--- src/design/pp_pkg.sv ---
// constants, encodings and field positions of the parallel port block
// assumes a single system clock domain and an active-low asynchronous reset
package pp_pkg;
  // mapping register in the video controller index space
  localparam logic [7:0] MAP_INDEX    = 8'h20;
  localparam logic [7:0] MAP_RESET    = 8'h00;
  localparam int         MAP_SEL_LSB  = 0;
  localparam int         MAP_EPP_BIT  = 2;
  localparam int         MAP_CARD_BIT = 3;
  // base selections: 0 disabled, 1..3 the three windows
  localparam logic [9:0] BASE_3B = 10'h03bc;
  localparam logic [9:0] BASE_37 = 10'h0378;
  localparam logic [9:0] BASE_27 = 10'h0278;
  // register offsets from the base
  localparam logic [2:0] OFS_DATA   = 3'h0;
  localparam logic [2:0] OFS_STAT   = 3'h1;
  localparam logic [2:0] OFS_CTRL   = 3'h2;
  localparam logic [2:0] OFS_EPP_AD = 3'h3;
  localparam logic [2:0] OFS_EPP_DA = 3'h4;
  // control register fields
  localparam int         CTRL_STROBE = 0;
  localparam int         CTRL_AUTOLF = 1;
  localparam int         CTRL_INIT   = 2;
  localparam int         CTRL_SELIN  = 3;
  localparam int         CTRL_IRQEN  = 4;
  localparam int         CTRL_DIR    = 5;
  localparam logic [7:0] CTRL_RESET  = 8'h04;
  // answer for an address the port does not decode
  localparam logic [7:0] IDLE_BUS    = 8'hff;
  // write queue and read sampling
  localparam int         FIFO_DEPTH    = 8;
  localparam int         FIFO_WIDTH    = 10;
  localparam logic [2:0] SAMPLE_CYCLES = 3'h4;
  // kind of a queued transfer
  typedef enum logic [1:0] {K_LATCH, K_EPP_DATA, K_EPP_ADDR} kind_e;
endpackage

--- src/design/parallel_port_epp_control.sv ---
// parallel port control: host register port, EPP engine and pin drivers
// assumes pins are resolved outside from o/oe pairs; data path is external
module parallel_port_epp_control #(
  parameter int DEPTH = pp_pkg::FIFO_DEPTH
) (
  input  wire logic       clk,
  input  wire logic       arst_n,
  input  wire logic       ce,
  input  wire logic       io_req,
  input  wire logic       io_we,
  input  wire logic [9:0] io_addr,
  input  wire logic [7:0] io_wdata,
  output logic            io_ack,
  output logic      [7:0] io_rdata,
  input  wire logic       cfg_wr,
  input  wire logic       cfg_rd,
  input  wire logic [7:0] cfg_index,
  input  wire logic [7:0] cfg_wdata,
  output logic      [7:0] cfg_rdata,
  input  wire logic       video_disable,
  output logic            data_strobe_out_o,
  output logic            data_strobe_out_oe,
  input  wire logic       data_strobe_out_i,
  output logic            auto_linefeed_out_o,
  output logic            auto_linefeed_out_oe,
  input  wire logic       auto_linefeed_out_i,
  output logic            init_line_o,
  output logic            init_line_oe,
  input  wire logic       init_line_i,
  output logic            select_in_line_o,
  output logic            select_in_line_oe,
  input  wire logic       select_in_line_i,
  input  wire logic       ack_in_n,
  input  wire logic       busy_in,
  input  wire logic       paper_end_in,
  input  wire logic       select_in,
  input  wire logic       error_in_n,
  input  wire logic [7:0] port_data_in,
  output logic      [7:0] port_data_out,
  output logic            port_data_latch_write_n,
  output logic            port_latch_output_enable_n,
  output logic            port_buffer_enable_n,
  output logic            irq7_req
);
  typedef enum logic [2:0] {H_IDLE, H_DEC, H_PUSH, H_READ, H_ACK} host_e;
  typedef enum logic [2:0] {E_IDLE, E_STROBE, E_RECOV, E_LATCH, E_SAMPLE} eng_e;

  host_e         h_state_q;
  eng_e          e_state_q;
  logic [16:0]   sync1_q, sync2_q;
  logic [7:0]    map_q, ctrl_q, wdata_q, eng_rdata_q;
  logic [7:0]    stat_s, data_s;
  logic [9:0]    addr_q, fifo_out;
  logic [3:0]    pin_s;
  logic [2:0]    cnt_q;
  logic [1:0]    sel;
  logic          lock_q, we_q, e_read_q, e_addr_q, eng_done_q;
  logic          wait_s, ack_s, epp, card;
  logic          fifo_in_ready, fifo_out_valid, fifo_pop;
  logic          write_act, epp_data_strobe_act, epp_address_strobe_act, rd_start;
  pp_pkg::kind_e push_kind;
  // base address of a selection; zero selection decodes nothing
  function automatic logic [9:0] base_of(input logic [1:0] s);
    unique case (s)
      2'h1:    base_of = pp_pkg::BASE_3B;
      2'h2:    base_of = pp_pkg::BASE_37;
      default: base_of = pp_pkg::BASE_27;
    endcase
  endfunction

  // address hit on one register of the mapped window
  function automatic logic hit(input logic [9:0] a, input logic [1:0] s,
                               input logic [2:0] ofs);
    hit = (s != 2'h0) && (a == 10'(base_of(s) + {7'h00, ofs}));
  endfunction

  assign sel  = map_q[pp_pkg::MAP_SEL_LSB +: 2];
  assign epp  = map_q[pp_pkg::MAP_EPP_BIT];
  assign card = map_q[pp_pkg::MAP_CARD_BIT];

  // two-stage synchroniser for every pin input
  always_ff @(posedge clk or negedge arst_n) begin
    if (!arst_n) begin
      sync1_q <= '0;
      sync2_q <= '0;
    end else if (ce) begin
      sync1_q <= {port_data_in, busy_in, ack_in_n, paper_end_in, select_in,
                  error_in_n, data_strobe_out_i, auto_linefeed_out_i,
                  init_line_i, select_in_line_i};
      sync2_q <= sync1_q;
    end
  end

  // status byte: inverted busy, ack, paper end, select, error
  assign data_s = sync2_q[16:9];
  assign wait_s = sync2_q[8];
  assign ack_s  = sync2_q[7];
  assign stat_s = {!sync2_q[8], sync2_q[7:4], 3'h0};
  assign pin_s  = sync2_q[3:0];

  // mapping lock once the video controller is switched off
  always_ff @(posedge clk or negedge arst_n) begin
    if (!arst_n) begin
      lock_q <= 1'b0;
    end else if (ce && video_disable) begin
      lock_q <= 1'b1;
    end
  end

  // mapping register, reachable only while unlocked
  always_ff @(posedge clk or negedge arst_n) begin
    if (!arst_n) begin
      map_q     <= pp_pkg::MAP_RESET;
      cfg_rdata <= 8'h00;
    end else if (ce) begin
      if (cfg_wr && cfg_index == pp_pkg::MAP_INDEX && !lock_q) begin
        map_q <= cfg_wdata;
      end
      if (cfg_rd) begin
        cfg_rdata <= (cfg_index == pp_pkg::MAP_INDEX && !lock_q) ? map_q : 8'h00;
      end
    end
  end

  // port control register
  always_ff @(posedge clk or negedge arst_n) begin
    if (!arst_n) begin
      ctrl_q <= pp_pkg::CTRL_RESET;
    end else if (ce && h_state_q == H_DEC && we_q &&
                 hit(addr_q, sel, pp_pkg::OFS_CTRL)) begin
      ctrl_q <= wdata_q;
    end
  end

  // kind of a queued data write
  always_comb begin
    push_kind = pp_pkg::K_LATCH;
    if (hit(addr_q, sel, pp_pkg::OFS_EPP_AD)) begin
      push_kind = pp_pkg::K_EPP_ADDR;
    end else if (hit(addr_q, sel, pp_pkg::OFS_EPP_DA)) begin
      push_kind = pp_pkg::K_EPP_DATA;
    end
  end

  // host request sequencer: decode, queue, read wait, answer
  always_ff @(posedge clk or negedge arst_n) begin
    if (!arst_n) begin
      h_state_q <= H_IDLE;
      addr_q    <= 10'h000;
      we_q      <= 1'b0;
      wdata_q   <= 8'h00;
      io_ack    <= 1'b0;
      io_rdata  <= 8'h00;
    end else if (ce) begin
      io_ack <= 1'b0;
      unique case (h_state_q)
        H_IDLE: begin
          if (io_req) begin
            addr_q    <= io_addr;
            we_q      <= io_we;
            wdata_q   <= io_wdata;
            h_state_q <= H_DEC;
          end
        end
        H_DEC: begin
          h_state_q <= H_ACK;
          io_rdata  <= pp_pkg::IDLE_BUS;
          if (hit(addr_q, sel, pp_pkg::OFS_DATA) ||
              (epp && (hit(addr_q, sel, pp_pkg::OFS_EPP_AD) ||
                       hit(addr_q, sel, pp_pkg::OFS_EPP_DA)))) begin
            h_state_q <= we_q ? H_PUSH : H_READ;
          end else if (hit(addr_q, sel, pp_pkg::OFS_STAT)) begin
            io_rdata <= we_q ? pp_pkg::IDLE_BUS : stat_s;
          end else if (hit(addr_q, sel, pp_pkg::OFS_CTRL)) begin
            io_rdata <= {2'h0, ctrl_q[5:4], !pin_s[0], pin_s[1], !pin_s[2], !pin_s[3]};
          end
        end
        H_PUSH: begin
          if (fifo_in_ready) begin
            h_state_q <= H_ACK;
          end
        end
        H_READ: begin
          if (eng_done_q) begin
            io_rdata  <= eng_rdata_q;
            h_state_q <= H_ACK;
          end
        end
        H_ACK: begin
          io_ack    <= 1'b1;
          h_state_q <= H_IDLE;
        end
      endcase
    end
  end

  // queue of posted data writes between host and port
  pp_fifo #(
    .WIDTH (pp_pkg::FIFO_WIDTH),
    .DEPTH (DEPTH)
  ) u_fifo (
    .clk       (clk),
    .arst_n    (arst_n),
    .ce        (ce),
    .in_valid  (h_state_q == H_PUSH),
    .in_ready  (fifo_in_ready),
    .in_data   ({push_kind, wdata_q}),
    .out_valid (fifo_out_valid),
    .out_ready (e_state_q == E_IDLE),
    .out_data  (fifo_out)
  );

  assign fifo_pop = fifo_out_valid && e_state_q == E_IDLE;
  assign rd_start = e_state_q == E_IDLE && !fifo_out_valid &&
                    h_state_q == H_READ && !eng_done_q;

  // port engine: latch pulses, buffered reads and EPP handshakes
  always_ff @(posedge clk or negedge arst_n) begin
    if (!arst_n) begin
      e_state_q     <= E_IDLE;
      e_read_q      <= 1'b0;
      e_addr_q      <= 1'b0;
      cnt_q         <= 3'h0;
      eng_done_q    <= 1'b0;
      eng_rdata_q   <= 8'h00;
      port_data_out <= 8'h00;
    end else if (ce) begin
      eng_done_q <= 1'b0;
      unique case (e_state_q)
        E_IDLE: begin
          if (fifo_pop) begin
            port_data_out <= fifo_out[7:0];
            e_read_q      <= 1'b0;
            e_addr_q      <= fifo_out[9:8] == pp_pkg::K_EPP_ADDR;
            e_state_q     <= fifo_out[9:8] == pp_pkg::K_LATCH ? E_LATCH : E_STROBE;
          end else if (rd_start) begin
            e_read_q <= 1'b1;
            e_addr_q <= hit(addr_q, sel, pp_pkg::OFS_EPP_AD);
            cnt_q    <= 3'h0;
            if (hit(addr_q, sel, pp_pkg::OFS_DATA)) begin
              if (ctrl_q[pp_pkg::CTRL_DIR]) begin
                e_state_q <= E_SAMPLE;
              end else begin
                eng_rdata_q <= port_data_out;
                eng_done_q  <= 1'b1;
              end
            end else begin
              e_state_q <= E_STROBE;
            end
          end
        end
        E_STROBE: begin
          if (wait_s) begin
            eng_rdata_q <= data_s;
            e_state_q   <= E_RECOV;
          end
        end
        E_RECOV: begin
          if (!wait_s) begin
            eng_done_q <= e_read_q;
            e_state_q  <= E_IDLE;
          end
        end
        E_LATCH: begin
          e_state_q <= E_IDLE;
        end
        E_SAMPLE: begin
          cnt_q <= cnt_q + 3'h1;
          if (cnt_q == pp_pkg::SAMPLE_CYCLES - 3'h1) begin
            eng_rdata_q <= data_s;
            eng_done_q  <= 1'b1;
            e_state_q   <= E_IDLE;
          end
        end
      endcase
    end
  end

  assign write_act = e_state_q == E_STROBE && !e_read_q;
  assign epp_data_strobe_act = e_state_q == E_STROBE && !e_addr_q;
  assign epp_address_strobe_act = e_state_q == E_STROBE && e_addr_q;

  // control pin drivers: open drain in normal mode, push-pull in EPP except the init line and, with card set, select-in
  always_ff @(posedge clk or negedge arst_n) begin
    if (!arst_n) begin
      data_strobe_out_o    <= 1'b0;
      data_strobe_out_oe   <= 1'b0;
      auto_linefeed_out_o  <= 1'b0;
      auto_linefeed_out_oe <= 1'b0;
      init_line_o          <= 1'b0;
      init_line_oe         <= 1'b0;
      select_in_line_o     <= 1'b0;
      select_in_line_oe    <= 1'b0;
    end else if (ce) begin
      if (epp) begin
        data_strobe_out_o    <= !write_act;
        data_strobe_out_oe   <= 1'b1;
        auto_linefeed_out_o  <= !epp_data_strobe_act;
        auto_linefeed_out_oe <= 1'b1;
        select_in_line_o     <= !epp_address_strobe_act;
        select_in_line_oe    <= !card;
      end else begin
        data_strobe_out_o    <= 1'b0;
        data_strobe_out_oe   <= ctrl_q[pp_pkg::CTRL_STROBE];
        auto_linefeed_out_o  <= 1'b0;
        auto_linefeed_out_oe <= ctrl_q[pp_pkg::CTRL_AUTOLF];
        select_in_line_o     <= 1'b0;
        select_in_line_oe    <= ctrl_q[pp_pkg::CTRL_SELIN] && !card;
      end
      init_line_o  <= 1'b0;
      init_line_oe <= !ctrl_q[pp_pkg::CTRL_INIT] && !card;
    end
  end

  // latch strobe or data decode, buffer enable, interrupt request
  always_ff @(posedge clk or negedge arst_n) begin
    if (!arst_n) begin
      port_data_latch_write_n <= 1'b1;
      port_buffer_enable_n    <= 1'b1;
      irq7_req                <= 1'b0;
    end else if (ce) begin
      port_data_latch_write_n <= !(e_state_q == E_LATCH ||
                                   (epp && e_state_q == E_SAMPLE));
      port_buffer_enable_n    <= !(e_state_q == E_SAMPLE ||
                                   (e_state_q == E_STROBE && e_read_q));
      irq7_req <= ctrl_q[pp_pkg::CTRL_IRQEN] && (epp ? ack_s : !ack_s);
    end
  end

  // latch output enable is the control bit itself
  assign port_latch_output_enable_n = ctrl_q[pp_pkg::CTRL_DIR];
endmodule

--- src/design/pp_fifo.sv ---
// synchronous write queue with valid/ready on both sides
// assumes DEPTH is a power of two; one clock, clock enable freezes it
module pp_fifo #(
  parameter int WIDTH = pp_pkg::FIFO_WIDTH,
  parameter int DEPTH = pp_pkg::FIFO_DEPTH
) (
  input  wire logic             clk,
  input  wire logic             arst_n,
  input  wire logic             ce,
  input  wire logic             in_valid,
  output logic                  in_ready,
  input  wire logic [WIDTH-1:0] in_data,
  output logic                  out_valid,
  input  wire logic             out_ready,
  output logic      [WIDTH-1:0] out_data
);
  localparam int AW = $clog2(DEPTH);

  logic [WIDTH-1:0] mem [DEPTH];
  logic [AW:0]      wr_ptr_q;
  logic [AW:0]      rd_ptr_q;
  logic             push;
  logic             pop;

  // full when pointers differ only in the wrap bit
  assign in_ready  = !((wr_ptr_q[AW] != rd_ptr_q[AW]) &&
                       (wr_ptr_q[AW-1:0] == rd_ptr_q[AW-1:0]));
  assign out_valid = (wr_ptr_q != rd_ptr_q);
  assign out_data  = mem[rd_ptr_q[AW-1:0]];
  assign push      = ce && in_valid && in_ready;
  assign pop       = ce && out_valid && out_ready;

  // storage
  always_ff @(posedge clk) begin
    if (push) begin
      mem[wr_ptr_q[AW-1:0]] <= in_data;
    end
  end

  // pointers
  always_ff @(posedge clk or negedge arst_n) begin
    if (!arst_n) begin
      wr_ptr_q <= '0;
      rd_ptr_q <= '0;
    end else begin
      if (push) begin
        wr_ptr_q <= wr_ptr_q + 1'b1;
      end
      if (pop) begin
        rd_ptr_q <= rd_ptr_q + 1'b1;
      end
    end
  end
endmodule

--- config.mk ---
export PLATFORM = sky130hd
export DESIGN_NAME = parallel_port_epp_control
export DESIGN_NICKNAME = d
export VERILOG_FILES = /design/src/design/pp_pkg.sv /design/src/design/parallel_port_epp_control.sv /design/src/design/pp_fifo.sv
export SDC_FILE = /design/constraint.sdc
export NUM_CORES = 1
export LEC_CHECK = 0
export ABC_CLOCK_PERIOD_IN_PS = 5450
export CORE_MARGIN = 5
export CORE_UTILIZATION = 55
export CTS_CLUSTER_DIAMETER = 60
export DETAILED_ROUTE_END_ITERATION = 7
export DONT_BUFFER_PORTS = 1
export GPL_TIMING_DRIVEN = 0
export PLACE_DENSITY_LB_ADDON = 0.12
export SLEW_MARGIN = 25
export SYNTH_ARGS = -nofsm -noshare
export SYNTH_HDL_FRONTEND = slang
export SYNTH_SLANG_ARGS = --single-unit
--- constraint.sdc ---
create_clock -name clk -period 5.45 [get_ports clk]
set_clock_uncertainty 0.15 [all_clocks]
set_input_delay 0.8175 -clock clk [delete_from_list [all_inputs] [get_ports clk]]
set_output_delay 0.8175 -clock clk [all_outputs]
set_load 0.005 [all_outputs]
==> results.json <==
{
  "outcome": "finished, final reports clean",
  "synth_top_flop_cell": "dfrtp_1",
  "finalCritPeriodShare": 0.591,
  "end_kind": "flip-flop",
  "cp_slowest_stage_delay_ps": 530,
  "holdBufCountCts": 2,
  "r2r_setup_slack_ps": 2230,
  "grt_pass1_vias": 5500,
  "fin_tns_setup_ps": 0,
  "cp-start-kind": "flip-flop",
  "root_buffer": "clkbuf_16",
  "hpwl_microns": 13400,
  "drt_iter0_drc": 312,
  "post-cts-setup-buffers": 0,
  "arrival_ps": 3280,
  "grt_max_degree": 129,
  "min_path_type": "input pin to asynchronous set/reset pin",
  "cts_buffers": 22,
  "synth_most_common_cell": "dfrtp_1",
  "hold_viol": 0,
  "place_congestion": 0.910,
  "die_w_microns": 137,
  "swShare": 0.298,
  "relSlewSlack": 0.472,
  "maxSlewViolCount": 0,
  "crit_buf_inv": 2,
  "wirelength_microns": 19000,
  "ys_warn_count": 0,
  "fill_cells": 1226,
  "design_area_sq_mm": 0.0101,
  "wl_per_cell_microns": 21.3,
  "power_mw": 4.84,
  "antenna_left": 0,
  "path_depth": 7,
  "placeableCoreArea_sq_mm": 0.0159,
  "combPwrFrac": 0.220,
  "ir_drop_v": 0.000344,
  "setup_viol": 0,
  "async_reset_ff_frac": 0.621,
  "p_clk_frac": 0.316,
  "power.density_mw_per_mm2": 479,
  "antenna_found_initial": 1,
  "drive_above_1_share": 0.245,
  "synth_cell_type_count": 61,
  "cp-endpoint": "u_fifo.mem[3][8]",
  "netlist_top_cells_count": "dfrtp_1, mux2_2, edfxtp_1",
  "areaGrowthSynthToFinish_pct": 13.1,
  "r2r_end": "u_fifo.mem[3][8]",
  "path_delay_family": "simple AND/OR/NAND/NOR gates",
  "startpoint": "u_fifo.wr_ptr_q[2]",
  "hold_ws_ps": 145,
  "rsz0062_at_grt": "no",
  "avgViaCountPerCell": 5.89,
  "portBuffers": 0,
  "yosys.area.top_type": "dfrtp_1",
  "synth.top_cell.area_share": 0.359,
  "htreeDepth": 1,
  "drv_cap": 0,
  "vias": 5245,
  "grt_first_pass_wirelength_microns": 30300,
  "worst_slew_pin_slew_ps": 792,
  "clock_latency_ps": 500,
  "post-route-util": 0.636,
  "power_frac_seq": 0.464,
  "syn-cell-area_sq_mm": 0.00893,
  "synthTopCellsByArea": "dfrtp_1, edfxtp_1, mux2_2, mux4_2, mux2i_1",
  "start_util": 0.562,
  "avgSynthCellArea_sq_um": 14.3,
  "cts_sinks": 211,
  "max_freq_mhz": 311,
  "dr.pass1.iters": 5,
  "crit_fanout": 10,
  "critical_path.cell_chain": "clkbuf_1 > xnor2_1 > and4b_1 > nor3_1 > nand2_1 > nor3b_2 > buf_4",
  "synth_nets": 690,
  "ys_seq_area_frac": 0.636,
  "netSwitchingPower_mw": 1.44,
  "place_area_sq_mm": 0.00930,
  "io_pins": 96,
  "intPower_mw": 3.40,
  "path_clk_slew_ps": 60,
  "synth-seq-cells": 211,
  "reg2reg_depth": 7,
  "power_leakage_nw": 3.98,
  "synth-edff-count": 80,
  "period_needed_ps": 3220,
  "grt-ovfl-total": 0,
  "postCtsResizedCells": 0,
  "synthCells": 624,
  "dieArea_sq_mm": 0.0189,
  "critPathKind": "flip-flop to flip-flop",
  "final_nets": 726,
  "crit_required_ps": 5510,
  "cts_tree": "built",
  "fp.dieH_microns": 137,
  "cp_slowest_cell": "nor3b_2",
  "clockBufferDepth": 3,
  "gr-usage-all-layers": 0.210,
  "rr_startpoint": "u_fifo.wr_ptr_q[2]",
  "row_count": 46,
  "drc": 0
}
-- stage by stage --
stage,setup WS [ps],cells
5_1_grt,2000,890
6_report,2230,891
3_5_place_dp,2330,849
2_1_floorplan,2260,624
4_1_cts,2260,889
3_3_place_gp,1120,840
-- sequential cells by signal (all words and copies together) (netlist names), 3 cells and up --
signal and flops:
u_fifo.rd_ptr_q 4, u_fifo.wr_ptr_q 4, cfg_rdata 8, sync2_q 17, port_data_out 8, io_rdata 8, cnt_q 3, u_fifo.mem 80
h_state_q 3, map_q 8, eng_rdata_q 8, sync1_q 17, addr_q 10, wdata_q 8, ctrl_q 6, e_state_q 3
-- cell type report --
type / instances / area (sq um) / share of cell area
diodes: 1 / 2.50 / 0.000248
plain buffers: 33 / 131 / 0.0130
clock buffers: 26 / 576 / 0.0570
clock inverters: 12 / 169 / 0.0167
inverters: 22 / 82.6 / 0.00817
multi-input cells: 358 / 3080 / 0.304
flip-flops and latches: 211 / 5680 / 0.563
well taps: 216 / 270 / 0.0267
repair buffers: 12 / 113 / 0.0111
-- metal layers --
metal | up-vias | global-route usage | wire [microns]
li1 | 2403 | - | -
met2 | 150 | 0.350 | 9320
met5 | - | 0 | 0
met1 | 2662 | 0.289 | 8220
met4 | 0 | 0.0466 | 355
met3 | 30 | 0.0405 | 1080
-- cells by family (layout without fill, tap and decap cells) --
group,count (synthesis),count (layout),share of synthesized area
AO/OA/AOI/OAI,95,95,0.0731
adder cells (fa/ha/maj),7,7,0.00981
multiplexers,118,118,0.172
other,1,2,0.000420
flip-flops,211,211,0.636
AND/OR/NAND/NOR,125,125,0.0728
XOR/XNOR,12,12,0.0118
buffers and inverters,55,105,0.0240
-- worst register-to-register path, delay by kind of cell, from the launching register on --
kind	cells	cell delay, ps
flip-flops	1	320
AND/OR/NAND/NOR	4	1560
buffers and inverters	2	690
XOR/XNOR	1	200
-- worst min-delay path by stage --
stage | end | slack, ps | cells past startpoint
2_1_floorplan | lock_q | 280 | 1
3_3_place_gp | lock_q | 290 | 1
3_5_place_dp | lock_q | 300 | 1
4_1_cts | port_buffer_enable_n | 3 | 0
5_1_grt | e_read_q | 190 | 1
6_report | sync2_q[2] | 150 | 1
-- power by group through the flow --
stage	logic [mW]	clock network, mW	registers (mW)
after floorplan	0.835	0	2.15
after global placement	1.01	0	2.26
after detailed placement	1.05	0	2.28
after CTS	1.08	1.56	2.25
after global routing	1.19	1.62	2.29
final	1.07	1.53	2.25
-- cell usage in the layout (no fill, tap or decap), types with 8 or more instances in the layout --
master and instances:
a21oi_1 28, a22o_1 8, clkbuf_1 28, clkbuf_16 22, dfrtp_1 128, edfxtp_1 80
inv_1 22, mux2_2 81, mux2i_1 17, mux4_2 20, nand2_1 34, nor2_1 30
o21ai_0 19, o22ai_1 10, xnor2_1 9
(Power assumes the default switching activity.)
